### src/common/pgc_defines.svh
`ifndef PGC_DEFINES_SVH
`define PGC_DEFINES_SVH

// register indices on the management interface
`define PGC_LPNP_ADDR       5'h08
`define PGC_GCTL_ADDR       5'h09

// link-partner next page layout
`define PGC_LPNP_NP_BIT     15
`define PGC_LPNP_ACK_BIT    14
`define PGC_LPNP_MP_BIT     13
`define PGC_LPNP_ACK2_BIT   12
`define PGC_LPNP_TOG_BIT    11
`define PGC_LPNP_MSG_HI     10
`define PGC_LPNP_RESET      16'h0000

// gigabit control layout
`define PGC_GCTL_TM_HI      15
`define PGC_GCTL_TM_LO      13
`define PGC_GCTL_MSEN_BIT   12
`define PGC_GCTL_MSVAL_BIT  11
`define PGC_GCTL_PTYPE_BIT  10
`define PGC_GCTL_FD_BIT     9
`define PGC_GCTL_HD_BIT     8
`define PGC_GCTL_RESET      16'h0700
`define PGC_GCTL_RSVD_VALUE 8'h00

`endif

### src/common/pgc_pkg.sv
package pgc_pkg;

	typedef enum logic [2:0] {
		PGC_TM_NORMAL,
		PGC_TM_WAVEFORM,
		PGC_TM_JITTER_MASTER,
		PGC_TM_JITTER_SLAVE,
		PGC_TM_DISTORTION,
		PGC_TM_RSVD5,
		PGC_TM_RSVD6,
		PGC_TM_RSVD7
	} pgc_test_mode_t;

	typedef struct packed {
		logic [15:0] lp_next_page;
		logic [15:0] gig_ctrl;
		logic [15:0] rd_data;
	} pgc_state_t;

endpackage

### src/core/pgc_regs.sv
`timescale 1ns/1ns
// Contract
// - bit 15 of partner page reads 1 when more pages follow, else 0.
// - bit 14 read-only, reports partner acknowledge of link word.
// - bit 13 read-only message/unformatted flag; bits 10:0 message field.
// - bit 12 read-only, partner able to act on information.
// - bit 11 read-only toggle as received from partner.
// - control bits 15:13 select test mode, reset 000, 101-111 reserved.
// - selected test mode drives test waveform on all 4 pairs, no partner.
// - control bit 12 enables manual master/slave, reset 0.
// - control bit 11 forces master or slave, ignored unless manual.
// - control bit 10 port type preference, reset 1, used only if automatic.
// - control bit 9 advertises 1000BASE-T full duplex, reset 1.
// - control bit 8 advertises 1000BASE-T half duplex, reset 1.
`include "pgc_defines.svh"

module pgc_regs
	import pgc_pkg::*;
(
	input  wire logic        sys_clk_i,
	input  wire logic        rst_n_i,
	// management register port, same clock domain
	input  wire logic [4:0]  reg_addr_i,
	input  wire logic        reg_wr_i,
	input  wire logic        reg_rd_i,
	input  wire logic [15:0] reg_wdata_i,
	output logic      [15:0] reg_rdata_o,
	// received next page from the negotiation engine
	input  wire logic        np_rx_valid_i,
	input  wire logic [15:0] np_rx_word_i,
	// control outputs to the transmitter and negotiation engine
	output logic      [2:0]  test_mode_o,
	output logic             test_active_o,
	output logic      [3:0]  test_pair_en_o,
	output logic             ms_manual_o,
	output logic             ms_force_master_o,
	output logic             ms_prefer_master_o,
	output logic             adv_1000_fd_o,
	output logic             adv_1000_hd_o
);

////////////////////////////////////////////////////////////////////////////////

	// reserved low byte of the control word, fixed whatever the host writes
	localparam logic [7:0] RSVD_LOW = `PGC_GCTL_RSVD_VALUE;

	pgc_state_t     st;
	pgc_state_t     next_st;
	pgc_test_mode_t tm;
	logic           hit_np;
	logic           hit_ctrl;
	logic           wr_ctrl;
	logic           rd_np;
	logic           rd_ctrl;
	logic [15:0]    ctrl_wr_val;
	logic [15:0]    rd_mux;
	logic           test_on;
	logic           cfg_manual;
	logic           cfg_value;
	logic           cfg_ptype;

////////////////////////////////////////////////////////////////////////////////

	// single-cycle strobes; index and data stand across the sampling edge
	assign hit_np   = (reg_addr_i == `PGC_LPNP_ADDR);
	assign hit_ctrl = (reg_addr_i == `PGC_GCTL_ADDR);
	assign wr_ctrl  = reg_wr_i & hit_ctrl;
	assign rd_np    = reg_rd_i & hit_np;
	assign rd_ctrl  = reg_rd_i & hit_ctrl;

	// the partner register is read-only to the host: a write there has no
	// decode term at all and is dropped

	// per-bit merge of the host word; bits below the half-duplex field are
	// reserved and keep their fixed value so software cannot park data there
	for (genvar b = 0; b < 16; b++) begin : g_ctrl_bit
		if (b >= `PGC_GCTL_HD_BIT) begin : g_rw
			assign ctrl_wr_val[b] = reg_wdata_i[b];
		end else begin : g_rsvd
			assign ctrl_wr_val[b] = RSVD_LOW[b];
		end
	end

	// unmapped indices read as zero rather than a stale word
	always_comb begin
		rd_mux = 16'h0000;
		if (rd_np) begin
			rd_mux = st.lp_next_page;
		end else if (rd_ctrl) begin
			rd_mux = st.gig_ctrl;
		end
	end

////////////////////////////////////////////////////////////////////////////////

	always_comb begin
		next_st = st;
		// whole code word latched each page, no per-bit processing
		if (np_rx_valid_i) begin
			next_st.lp_next_page[`PGC_LPNP_NP_BIT] =
				np_rx_word_i[`PGC_LPNP_NP_BIT];
			next_st.lp_next_page[`PGC_LPNP_ACK_BIT] =
				np_rx_word_i[`PGC_LPNP_ACK_BIT];
			next_st.lp_next_page[`PGC_LPNP_MP_BIT] =
				np_rx_word_i[`PGC_LPNP_MP_BIT];
			next_st.lp_next_page[`PGC_LPNP_ACK2_BIT] =
				np_rx_word_i[`PGC_LPNP_ACK2_BIT];
			next_st.lp_next_page[`PGC_LPNP_TOG_BIT] =
				np_rx_word_i[`PGC_LPNP_TOG_BIT];
			next_st.lp_next_page[`PGC_LPNP_MSG_HI:0] =
				np_rx_word_i[`PGC_LPNP_MSG_HI:0];
		end
		if (wr_ctrl) begin
			next_st.gig_ctrl = ctrl_wr_val;
		end
		// registered read data holds until the next read strobe, so a slow
		// host may take it at leisure
		if (reg_rd_i) begin
			next_st.rd_data = rd_mux;
		end
	end

	// asynchronous clear lands the advertised defaults before any clock
	// runs, so a link cannot come up on stale settings
	always_ff @(posedge sys_clk_i or negedge rst_n_i) begin
		if (!rst_n_i) begin
			st.lp_next_page <= `PGC_LPNP_RESET;
			st.gig_ctrl     <= `PGC_GCTL_RESET;
			st.rd_data      <= 16'h0000;
		end else begin
			st <= next_st;
		end
	end

////////////////////////////////////////////////////////////////////////////////

	assign reg_rdata_o = st.rd_data;
	assign test_mode_o = st.gig_ctrl[`PGC_GCTL_TM_HI:`PGC_GCTL_TM_LO];
	assign tm          = pgc_test_mode_t'(test_mode_o);

	// reserved codes behave as normal operation; the speed and negotiation
	// preconditions are software's duty and are not checked here
	always_comb begin
		case (tm)
			PGC_TM_NORMAL: begin
				test_on = 1'h0;
			end
			PGC_TM_WAVEFORM: begin
				test_on = 1'h1;
			end
			PGC_TM_JITTER_MASTER: begin
				test_on = 1'h1;
			end
			PGC_TM_JITTER_SLAVE: begin
				test_on = 1'h1;
			end
			PGC_TM_DISTORTION: begin
				test_on = 1'h1;
			end
			PGC_TM_RSVD5: begin
				test_on = 1'h0;
			end
			PGC_TM_RSVD6: begin
				test_on = 1'h0;
			end
			PGC_TM_RSVD7: begin
				test_on = 1'h0;
			end
			default: begin
				test_on = 1'h0;
			end
		endcase
	end

	assign test_active_o = test_on;

	// every pair carries the pattern; no partner handshake gates it
	for (genvar p = 0; p < 4; p++) begin : g_pair
		assign test_pair_en_o[p] = test_on;
	end

////////////////////////////////////////////////////////////////////////////////

	assign cfg_manual = st.gig_ctrl[`PGC_GCTL_MSEN_BIT];
	assign cfg_value  = st.gig_ctrl[`PGC_GCTL_MSVAL_BIT];
	assign cfg_ptype  = st.gig_ctrl[`PGC_GCTL_PTYPE_BIT];

	assign ms_manual_o = cfg_manual;

	// the forced value only counts with manual set, the port type only
	// without it, so the negotiation engine never sees both at once
	always_comb begin
		case ({cfg_manual, cfg_value})
			2'h0: begin
				ms_force_master_o  = 1'h0;
				ms_prefer_master_o = cfg_ptype;
			end
			2'h1: begin
				ms_force_master_o  = 1'h0;
				ms_prefer_master_o = cfg_ptype;
			end
			2'h2: begin
				ms_force_master_o  = 1'h0;
				ms_prefer_master_o = 1'h0;
			end
			2'h3: begin
				ms_force_master_o  = 1'h1;
				ms_prefer_master_o = 1'h0;
			end
			default: begin
				ms_force_master_o  = 1'h0;
				ms_prefer_master_o = 1'h0;
			end
		endcase
	end

////////////////////////////////////////////////////////////////////////////////

	// advertisement levels feed the negotiation engine, which picks them up
	// when it next builds its pages
	assign adv_1000_fd_o = st.gig_ctrl[`PGC_GCTL_FD_BIT];
	assign adv_1000_hd_o = st.gig_ctrl[`PGC_GCTL_HD_BIT];

endmodule

### config.mk
export PLATFORM = sky130hd
export DESIGN_NAME = pgc_regs
export DESIGN_NICKNAME = d
export VERILOG_FILES = /design/src/common/pgc_pkg.sv /design/src/core/pgc_regs.sv
export VERILOG_INCLUDE_DIRS = /design/src /design/src/common
export SDC_FILE = /design/constraint.sdc
export NUM_CORES = 1
export LEC_CHECK = 0
export ABC_CLOCK_PERIOD_IN_PS = 900
export BUFFER_PORTS_ARGS = -buffer_cell sky130_fd_sc_hd__buf_2
export CORE_MARGIN = 1
export CORE_UTILIZATION = 43
export CTS_CLUSTER_SIZE = 16
export DETAILED_ROUTE_END_ITERATION = 8
export GPL_TIMING_DRIVEN = 0
export PLACE_DENSITY = 0.85
export REMOVE_ABC_BUFFERS = 1
export SLEW_MARGIN = 5
export SYNTH_ARGS = -nofsm -noshare
export SYNTH_HDL_FRONTEND = slang
export SYNTH_SLANG_ARGS = --single-unit
### constraint.sdc
create_clock -name sys_clk_i -period 0.9 [get_ports sys_clk_i]
set_clock_uncertainty 0.05 [all_clocks]
set_input_delay 0.045 -clock sys_clk_i [delete_from_list [all_inputs] [get_ports sys_clk_i]]
set_output_delay 0.045 -clock sys_clk_i [all_outputs]
set_load 0.01 [all_outputs]
---- After elaboration in Yosys (flattened, before gate mapping) ----
Memories as Yosys holds them, arrays and structs flattened.
Index checks and enable logic that the tools add are counted.
operators by class
  eq/ne operators ......................... 5
  mux-type cells .......................... 4
  bitwise logic cells ..................... 3
  reduce and logical (&&, ||, !) cells .... 4
operators with widths
  kind                                           number
  two-way mux 16 bit                             2
  == test 5 x 4 -> 1 bit, second input constant  2
  == test 2 bit, second input constant           2
  one-hot mux 1 bit (2 select lines)             2
  OR reduction 2 bit                             2
  bitwise AND 1 bit                              3
  OR reduction 3 bit                             1
  == test 2 x 1 -> 1 bit, second input constant  1
  logical NOT 2 bit                              1
storage, ports and cells
  bits in registers ....................... 40
  memory bits (read-only) ................. 8
  input port bits ......................... 42
  logic and storage cells ................. 20
  memories ................................ 1
memory list
  memory           words  bits a word  rd ports  clocked after Yosys merged registers in  write ports  line             text
  (no name shown)  8      1            1         0                                        0            pgc_regs.sv:144  case (tm)

---- Longest topological paths before layout ----
Gate-level depths: netlist of the first run.
  depth after elaboration ................. 4
  mapped depth ............................ 4

---- Worst setup path before layout of the first run ----
No wires, ideal clock.
  path type ............................... input-to-reg
  start point ............................. input reg_addr_i[2]
  end point ............................... register st, in the netlist cfg_value
  library setup time ...................... 0.125 ns
  arrival time ............................ 1.144 ns
  slack ................................... -0.419 ns
  cell stages on the path ................. 4
  path buffers ............................ 1
  cells stage by stage .................... nor4b_4 > and3_1 > buf_6 > mux2_2
between the ends
  cells in the longest elaborated chain, start to end .. 2
ends and longest elaborated chain
  element                           line             text
  start: declaration                pgc_regs.sv:23   input wire logic [4:0] reg_addr_i,
  == test 5 x 4 -> 1 bit (no line)  --
  bitwise AND 1 bit                 pgc_regs.sv:67   assign wr_ctrl = reg_wr_i & hit_ctrl;
  end signal: assignment            pgc_regs.sv:131  st <= next_st;
  end: declaration                  pgc_regs.sv:47   pgc_state_t st;
Every way passes these cells.
A chain may end at the register's enable or synchronous reset.

---- Worst setup path in the final report of the first run ----
  start point ............................. register st, in the netlist test_mode_o[1]
  end point ............................... output test_active_o
between the ends
  cells in the longest elaborated chain, start to end .. 1
ends and longest elaborated chain
  element                  line            text
  memory read (8 x 1 bit)  --
  end: declaration         pgc_regs.sv:33  output logic test_active_o,
Every way passes these cells.

==> impl_metrics.toml, run 1 <==
[run_status]
status = "finished with violations"
violations = "hold timing, setup timing"

[placement]
post-place-ws_ps = -910
gp_congestion = 0.749
port_buffers = 62
dp_hpwl_mm = 2.33

[clock_tree]
cts_buffers = 5
clk_latency_ps = 280
cts-root-buf = "clkbuf_8"
htree_levels = 2
clk_pin_slew_ps = 70
clockBufferDepth = 2
cts_tree = "done"
cts_hold_buf = 24
numClockSinks = 40

[drt]
avgRoutedWirePerCell_um = 16.3
wirelength_mm = 4.55
drt_iter0_markers = 73
drc_errors = 0
antenna_left = 0
dr.pass1.iters = 4
viasPerCell = 4.86
vias = 1357

[floorplanning]
start_util = 0.453
fp-row-count = 23
coreArea_mm2 = 0.00403
die_h_um = 67.1
fp.dieArea_mm2 = 0.00451
die_w_um = 67.1
io_pins = 71

[global_route]
met3_usage = 0.0355
grt_use_met2 = 0.366
grt_pass1_wl_mm = 6.44
grt_pass1_vias = 1380
overflow = 0
grt_max_degree = 41
grt_busiest_layer = "met2"
use_met1 = 0.231
track_usage = 0.202
antenna_found_initial = 1

[final_layout]
fin_nets = 269
area_delta_synth_final_pct = 49.0
drive_above_1_share = 0.640
num-fill-cells = 293

[logic_synthesis]
ys_seq_elements = 40
yosysWarnings = 0
syn_area_mm2 = 0.00182
syn_inst = 140
yosysSeqAreaShare = 0.551
avgSynthCellArea_um2 = 13.0
yosys.cell_types.count = 20

[timing]
maxSlewHeadroom = 0.426
finalSetupViolCount = 46
fmax_ghz = 0.755
rsz0062_at_grt = "true"
holdWs_ps = -186
setup_slack_ps = -424
finalHoldViolations = 37
finalCritPeriodShare = 1.47
worst_pin_slew_ps = 861
drv_slew = 0
period_minus_slack_ps = 1320

[critical_path]
arrival_ps = 1230
crit_type = "flip-flop to output port"
start_kind = "flip-flop"
worst_setup_path_end_kind = "output port"
crit-reg2reg-capture = "reg_rdata_o[14]"
path_max_fanout = 5
reg2reg_depth = 5
critPathMaxStageDelay_ps = 440
required_ps = 810
crit_slowest_cell = "dfrtp_1"
reg2reg_from = "test_mode_o[1]"
crit_buf_inv = 1
worstPathCellList = "nor2_4 > xnor2_2 > buf_2"
cp_top_family = "flip-flops"
r2r_setup_slack_ps = -410

[power_and_ir_drop]
p_leak_uw = 0.00134
p_per_area_mw_per_mm2 = 1670
vdd_drop_max_mv = 1.19

[hold_path]
hp-class = "primary input to asynchronous set/reset pin"

[job]
drv_cap = 0
[worst max-delay path by stage]
| stage | from | endpoint | cells after the start |
|---|---|---|---|
| 2_1_floorplan | reg_addr_i[2] | cfg_value | 3 |
| 3_3_place_gp | reg_addr_i[2] | test_mode_o[0] | 4 |
| 3_5_place_dp | reg_addr_i[2] | test_mode_o[1] | 4 |
| 4_1_cts | test_mode_o[0] | test_pair_en_o[0] | 3 |
| 5_1_grt | test_mode_o[1] | test_active_o | 3 |
| 6_report | test_mode_o[1] | test_active_o | 3 |
[cells in the final DEF, fill, tap and decap left out, drive strengths merged, types with 3 or more instances in the layout]
| cell type | synthesis | routed |
|---|---|---|
| clkbuf | 1 | 6 |
| dfrtp | 37 | 37 |
| dfstp | 3 | 3 |
| nand3 | 8 | 8 |
| mux2 | 32 | 32 |
| clkinv | 1 | 3 |
| buf | 27 | 84 |
| o21ai | 8 | 8 |
| inv | 8 | 8 |
| a22o | 8 | 8 |
| dlygate4sd3 | 0 | 24 |
[cells by family (layout without fill, tap and decap cells)]
family | Yosys count | in the layout | share of synthesized area
mux | 32 | 32 | 0.198
simple gates | 14 | 14 | 0.0576
other cells | 0 | 1 | 0
xor+xnor | 1 | 1 | 0.00480
buf+inv | 37 | 125 | 0.129
compound gates | 16 | 16 | 0.0604
flops | 40 | 40 | 0.551
[area by class of cell]
class / count / area, um2 / share of cell area
clock buffers: 6 / 82.6 / 0.0304
multi-input cells: 63 / 713 / 0.262
diodes: 1 / 2.50 / 0.000920
clock inverters: 2 / 10.0 / 0.00368
well taps: 50 / 62.6 / 0.0230
flip-flops and latches: 40 / 1010 / 0.370
inverters: 9 / 35.0 / 0.0129
repair buffers: 108 / 806 / 0.296
[synth_stat cells]
cell type / count / area, um2
buf_1: 1 / 3.75
dfrtp_1: 37 / 926
xnor2_1: 1 / 8.76
nand3_1: 8 / 40.0
buf_6: 1 / 11.3
buf_4: 23 / 173
a22o_1: 8 / 70.1
buf_2: 2 / 10.0
nor4b_4: 1 / 23.8
nor3b_4: 1 / 18.8
nor2_1: 1 / 3.75
mux2_2: 32 / 360
and3_1: 1 / 6.26
nor2b_1: 1 / 6.26
and2_1: 1 / 6.26
inv_1: 8 / 30.0
o21ai_0: 8 / 40.0
dfstp_2: 3 / 78.8
clkbuf_1: 1 / 3.75
clkinv_1: 1 / 3.75
[where the power goes]
group / internal (uW) / switching, uW
sequential: 1970 / 140
clock: 612 / 625
combinational: 732 / 471
[registers in the layout, indices dropped and copies added (netlist names)]
register	count
test_mode_o	3
adv_1000_fd_o	1
cfg_value	1
adv_1000_hd_o	1
st	16
cfg_ptype	1
ms_manual_o	1
reg_rdata_o	16
[through the flow]
| stage | instance area (um2) | TNS [ps] | instances | total power [uW] | util |
|---|---|---|---|---|---|
| 2_1_floorplan | 1620 | -8420 | 112 | 2460 | - |
| 3_3_place_gp | 2000 | -14070 | 224 | 2790 | 0.495 |
| 3_5_place_dp | 2000 | -15220 | 224 | 2830 | 0.495 |
| 4_1_cts | 2600 | -4460 | 272 | 4360 | 0.644 |
| 5_1_grt | 2720 | -7430 | 279 | 4750 | 0.675 |
| 6_report | 2720 | -5950 | 279 | 4550 | 0.675 |
[per-layer routing]
layer  vias to the layer above  wire length (um)
li1                        633                 -
met1                       673              1760
met2                        38              2510
met3                        13               116
met4                         0               159
met5                         -                 0
[what timing repair did]
item,CTS,global route
buffers inserted,17,7
gates resized for setup,42,19
endpoints found under the setup margin,53,53
pin swaps,4,3
hold endpoints to repair,61,37
(Power assumes the default switching activity.)
==> inputs of run 2 (changes only) <==
--- a/config.mk
+++ b/config.mk
@@ -8,12 +8,13 @@
 export LEC_CHECK = 0
 export ABC_CLOCK_PERIOD_IN_PS = 900
 export BUFFER_PORTS_ARGS = -buffer_cell sky130_fd_sc_hd__buf_2
+export CAP_MARGIN = 20
 export CORE_MARGIN = 1
-export CORE_UTILIZATION = 43
+export CORE_UTILIZATION = 30
 export CTS_CLUSTER_SIZE = 16
 export DETAILED_ROUTE_END_ITERATION = 8
 export GPL_TIMING_DRIVEN = 0
-export PLACE_DENSITY = 0.85
+export PLACE_DENSITY = 0.66
 export REMOVE_ABC_BUFFERS = 1
 export SLEW_MARGIN = 5
 export SYNTH_ARGS = -nofsm -noshare
==> run 2 against run 1 <==
The flow still finishes with violations (hold timing, setup timing). Fmax rose by 5.9%. Flip-flop and latch count stayed put. Via count decreased by 4.1%. Final area is 0.92% higher. Die area increased by 42%.
==> impl_metrics.toml, run 2 (synthesis results as in run 1) <==
[final_layout]
area_delta_synth_final_pct = 50.4
layout.cells.most_common = "buf_2"
num-fill-cells = 546
postLayoutCoreUtil = 0.466
antenna_cells = 0
fin_nets = 267
layout_common_cells = "50 x buf_2, 37 x dfrtp_1, 24 x dlygate4sd3_1"
drive_above_1_share = 0.615
multiInputGateArea_um2 = 689
regArea_mm2 = 0.00100

[critical_path]
worst_setup_path_end_kind = "output port"
start_kind = "flip-flop"
arrival_ps = 1160
crit_slowest_cell = "dfrtp_1"
crit-reg2reg-capture = "reg_rdata_o[13]"
path_max_fanout = 5
critPathMaxStageDelay_ps = 400
required_ps = 810
worstPathCellList = "nor2_2 > xnor2_2 > buf_2"
crit_type = "flip-flop to output port"
r2r_setup_slack_ps = -200
crit_buf_inv = 1
cp_top_family = "flip-flops"
reg2reg_depth = 4
reg2reg_from = "test_mode_o[0]"

[global_route]
track_usage = 0.135
overflow = 0
grt_max_degree = 41
grt_pass1_vias = 1358
antenna_found_initial = 0
grt_pass1_wl_mm = 6.38

[floorplanning]
io_pins = 71
die_h_um = 80.0
fp-row-count = 28
fp.dieArea_mm2 = 0.00640
die_w_um = 80.0
coreArea_mm2 = 0.00589
start_util = 0.310

[timing]
maxSlewHeadroom = 0.413
holdWs_ps = -178
period_minus_slack_ps = 1250
finalCritPeriodShare = 1.39
finalSetupViolCount = 43
finalHoldViolations = 37
setup_slack_ps = -351
rsz0062_at_grt = "true"
worst_pin_slew_ps = 881
drv_slew = 0
fmax_ghz = 0.800

[placement]
port_buffers = 62
gp_congestion = 0.695
dp_hpwl_mm = 2.52

[drt]
vias = 1301
dr.pass1.iters = 4
avgRoutedWirePerCell_um = 13.8
drc_errors = 0
drt_iter0_markers = 23
antenna_left = 0
wirelength_mm = 4.15
viasPerCell = 4.32

[run_status]
status = "finished with violations"
violations = "hold timing, setup timing"

[power_and_ir_drop]
vdd_drop_max_mv = 0.963
p_per_area_mw_per_mm2 = 1720
power.total_uw = 4730
p_leak_uw = 0.00133

[clock_tree]
cts_buffers = 5
htree_levels = 2
clockBufferDepth = 2
cts_tree = "done"
cts-root-buf = "clkbuf_8"
clk_pin_slew_ps = 80
cts_hold_buf = 24
numClockSinks = 40
clk_latency_ps = 280

[job]
drv_cap = 0

[hold_path]
hp-class = "primary input to asynchronous set/reset pin"
## run 2: changes by cell type in the layout (fill, tap and decap cells not counted), sizes merged
| cell | delta |
|---|---|
| buf | -3 |
| clkbuf | +2 |
| bufinv | +1 |
| clkinv | -2 |
| diode | -1 |
## run 2: how the worst max path moves through the flow
stage / from / end / depth (start not counted)
final: test_mode_o[0] / test_pair_en_o[2] / 3
after global routing: test_mode_o[0] / test_pair_en_o[2] / 3
after global placement: reg_addr_i[2] / ms_manual_o / 4
after floorplan: reg_addr_i[2] / cfg_value / 3
after detailed placement: reg_addr_i[2] / ms_manual_o / 4
after CTS: test_mode_o[0] / test_pair_en_o[2] / 3
## run 2: per-layer routing
| layer | wire [um] | track usage |
|---|---|---|
| met5 | 0 | 0 |
| met4 | 53 | 0.0589 |
| met3 | 103 | 0.0309 |
| met2 | 2250 | 0.239 |
| met1 | 1750 | 0.153 |
## run 2: repair_timing
item | in CTS | in global routing
buffers inserted | 16 | 6
setup endpoints to repair | 52 | 53
endpoints found under the hold margin | 61 | 37
pin swaps | 9 | 2
gates resized for setup | 46 | 9
## run 2: report_power, final
| part | leakage [uW] | internal (uW) | switching (uW) | total, uW |
|---|---|---|---|---|
| Clock | 0.0000645 | 978 | 600 | 1580 |
| Combinational | 0.000765 | 643 | 427 | 1070 |
| Sequential | 0.000505 | 1970 | 112 | 2080 |
| Total | 0.00133 | 3590 | 1140 | 4730 |
## run 2: stage by stage
stage	instances	TNS [ps]	hold WS (ps)	worst slack, ps	area (um2)
2_1_floorplan	112	-8420	-301	-488	1620
3_3_place_gp	249	-16110	164	-945	2030
3_5_place_dp	249	-16130	167	-936	2030
4_1_cts	297	-5160	-150	-353	2690
5_1_grt	301	-7170	-118	-420	2740
6_report	301	-4950	-178	-351	2740
## run 2: layout make-up
type / count / area share
multi-input combinational: 63 / 0.251
clock inverter: 1 / 0.0109
tap: 75 / 0.0342
timing repair buffer: 106 / 0.288
inverter: 9 / 0.0141
clock buffer: 7 / 0.0351
sequential: 40 / 0.366
==> inputs of run 3 (changes only) <==
--- a/config.mk
+++ b/config.mk
@@ -9,6 +9,7 @@
 export ABC_CLOCK_PERIOD_IN_PS = 900
 export BUFFER_PORTS_ARGS = -buffer_cell sky130_fd_sc_hd__buf_2
 export CAP_MARGIN = 20
+export CORE_ASPECT_RATIO = 1.5
 export CORE_MARGIN = 1
 export CORE_UTILIZATION = 30
 export CTS_CLUSTER_SIZE = 16
==> run 3 against run 2 <==
The run still ends with hold timing, setup timing left. Combinational power about the same. Non-clock buffer count unchanged. First-iteration DRC count up 70%. Fmax down 1.9%. Largest cell class unchanged. Largest power group unchanged.
==> impl_metrics.toml, run 3 (synthesis results as in run 1) <==
[floorplanning]
start_util = 0.313
fp-row-count = 34
coreArea_mm2 = 0.00583
die_w_um = 65.7
die_h_um = 97.5
fp.dieArea_mm2 = 0.00640
io_pins = 71

[drt]
vias = 1307
drc_errors = 0
antenna_left = 0
dr.pass1.iters = 4
wirelength_mm = 4.22
viasPerCell = 4.39
avgRoutedWirePerCell_um = 14.2
drt_iter0_markers = 39

[placement]
port_buffers = 62
gp_congestion = 0.644
dp_hpwl_mm = 2.56
post-place-ws_ps = -1040

[final_layout]
num-fill-cells = 519
regArea_mm2 = 0.00101
layout.cells.most_common = "buf_2"
layout_common_cells = "51 x buf_2, 36 x dfrtp_1, 24 x dlygate4sd3_1"
multiInputGateArea_um2 = 687
fin_nets = 267
area_delta_synth_final_pct = 48.6
postLayoutCoreUtil = 0.465
antenna_cells = 0
drive_above_1_share = 0.611

[critical_path]
critPathMaxStageDelay_ps = 410
r2r_setup_slack_ps = -240
crit_buf_inv = 1
crit_slowest_cell = "dfrtp_1"
crit_type = "flip-flop to output port"
cp_top_family = "flip-flops"
worstPathCellList = "nor2_4 > xnor2_2 > buf_2"
required_ps = 810
worst_setup_path_end_kind = "output port"
path_max_fanout = 5
start_kind = "flip-flop"
arrival_ps = 1180

[timing]
fmax_ghz = 0.784
setup_slack_ps = -375
period_minus_slack_ps = 1280
rsz0062_at_grt = "true"
finalSetupTns_ps = -5770
holdWs_ps = -178
drv_slew = 0
finalHoldViolations = 37
finalCritPeriodShare = 1.42
worst_pin_slew_ps = 889
maxSlewHeadroom = 0.407
finalSetupViolCount = 46

[global_route]
overflow = 0
grt_pass1_vias = 1280
track_usage = 0.135
antenna_found_initial = 0
grt_pass1_wl_mm = 6.35
grt_max_degree = 41

[hold_path]
hp-class = "primary input to asynchronous set/reset pin"

[run_status]
status = "finished with violations"
violations = "hold timing, setup timing"

[clock_tree]
cts_buffers = 5
cts-root-buf = "clkbuf_8"
cts_hold_buf = 24
clk_latency_ps = 290
clk_pin_slew_ps = 80
numClockSinks = 40
clockBufferDepth = 2
htree_levels = 2
cts_tree = "done"

[power_and_ir_drop]
vdd_drop_max_mv = 0.823
p_per_area_mw_per_mm2 = 1690
p_leak_uw = 0.00132

[job]
drv_cap = 0
run 3: final timing paths:
kind / startpoint / end / depth (start not counted)
max: test_mode_o[0] / test_pair_en_o[1] / 3
min: rst_n_i / st[38] / 1
max reg2reg: test_mode_o[1] / reg_rdata_o[14] / 4
min reg2reg: st[39] / reg_rdata_o[7] / 1
max in group asynchronous: rst_n_i / test_mode_o[2] / 1
min in group sys_clk_i: reg_rd_i / reg_rdata_o[15] / 3
run 3: layout make-up:
type	count	area share
Sequential cell	40	0.371
Tap cell	72	0.0332
Inverter	9	0.0143
Multi-Input combinational cell	63	0.253
Timing Repair Buffer	106	0.287
Clock buffer	5	0.0254
Clock inverter	3	0.0157
run 3: where the power goes:
| group | internal [uW] | leakage [uW] | total [uW] | switching [uW] |
|---|---|---|---|---|
| Clock | 820 | 0.0000541 | 1440 | 621 |
| Sequential | 1970 | 0.000504 | 2090 | 119 |
| Combinational | 630 | 0.000758 | 1050 | 421 |
run 3: layer usage:
| metal | vias up | part of all wire | GRT usage |
|---|---|---|---|
| met3 | 5 | 0.050 | 0.0352 |
| li1 | 630 | - | - |
| met2 | 52 | 0.52 | 0.240 |
| met4 | 0 | 0.0076 | 0.0452 |
| met5 | - | 0 | 0 |
| met1 | 620 | 0.43 | 0.150 |
run 3: metrics by stage:
stage                     cells  power [uW]  area [um2]
final                       298        4580        2710
after global routing        298        4830        2710
after CTS                   292        4610        2620
after detailed placement    246        2830        2020
after global placement      246        2810        2020
after floorplan             112        2460        1620
run 3: timing repair:
| action | 4_1_cts | 5_1_grt |
|---|---|---|
| setup endpoints to repair | 53 | 53 |
| resized for setup | 40 | 11 |
| buffers inserted | 14 | 8 |
| pin swaps | 4 | 2 |
| hold endpoints to repair | 61 | 37 |
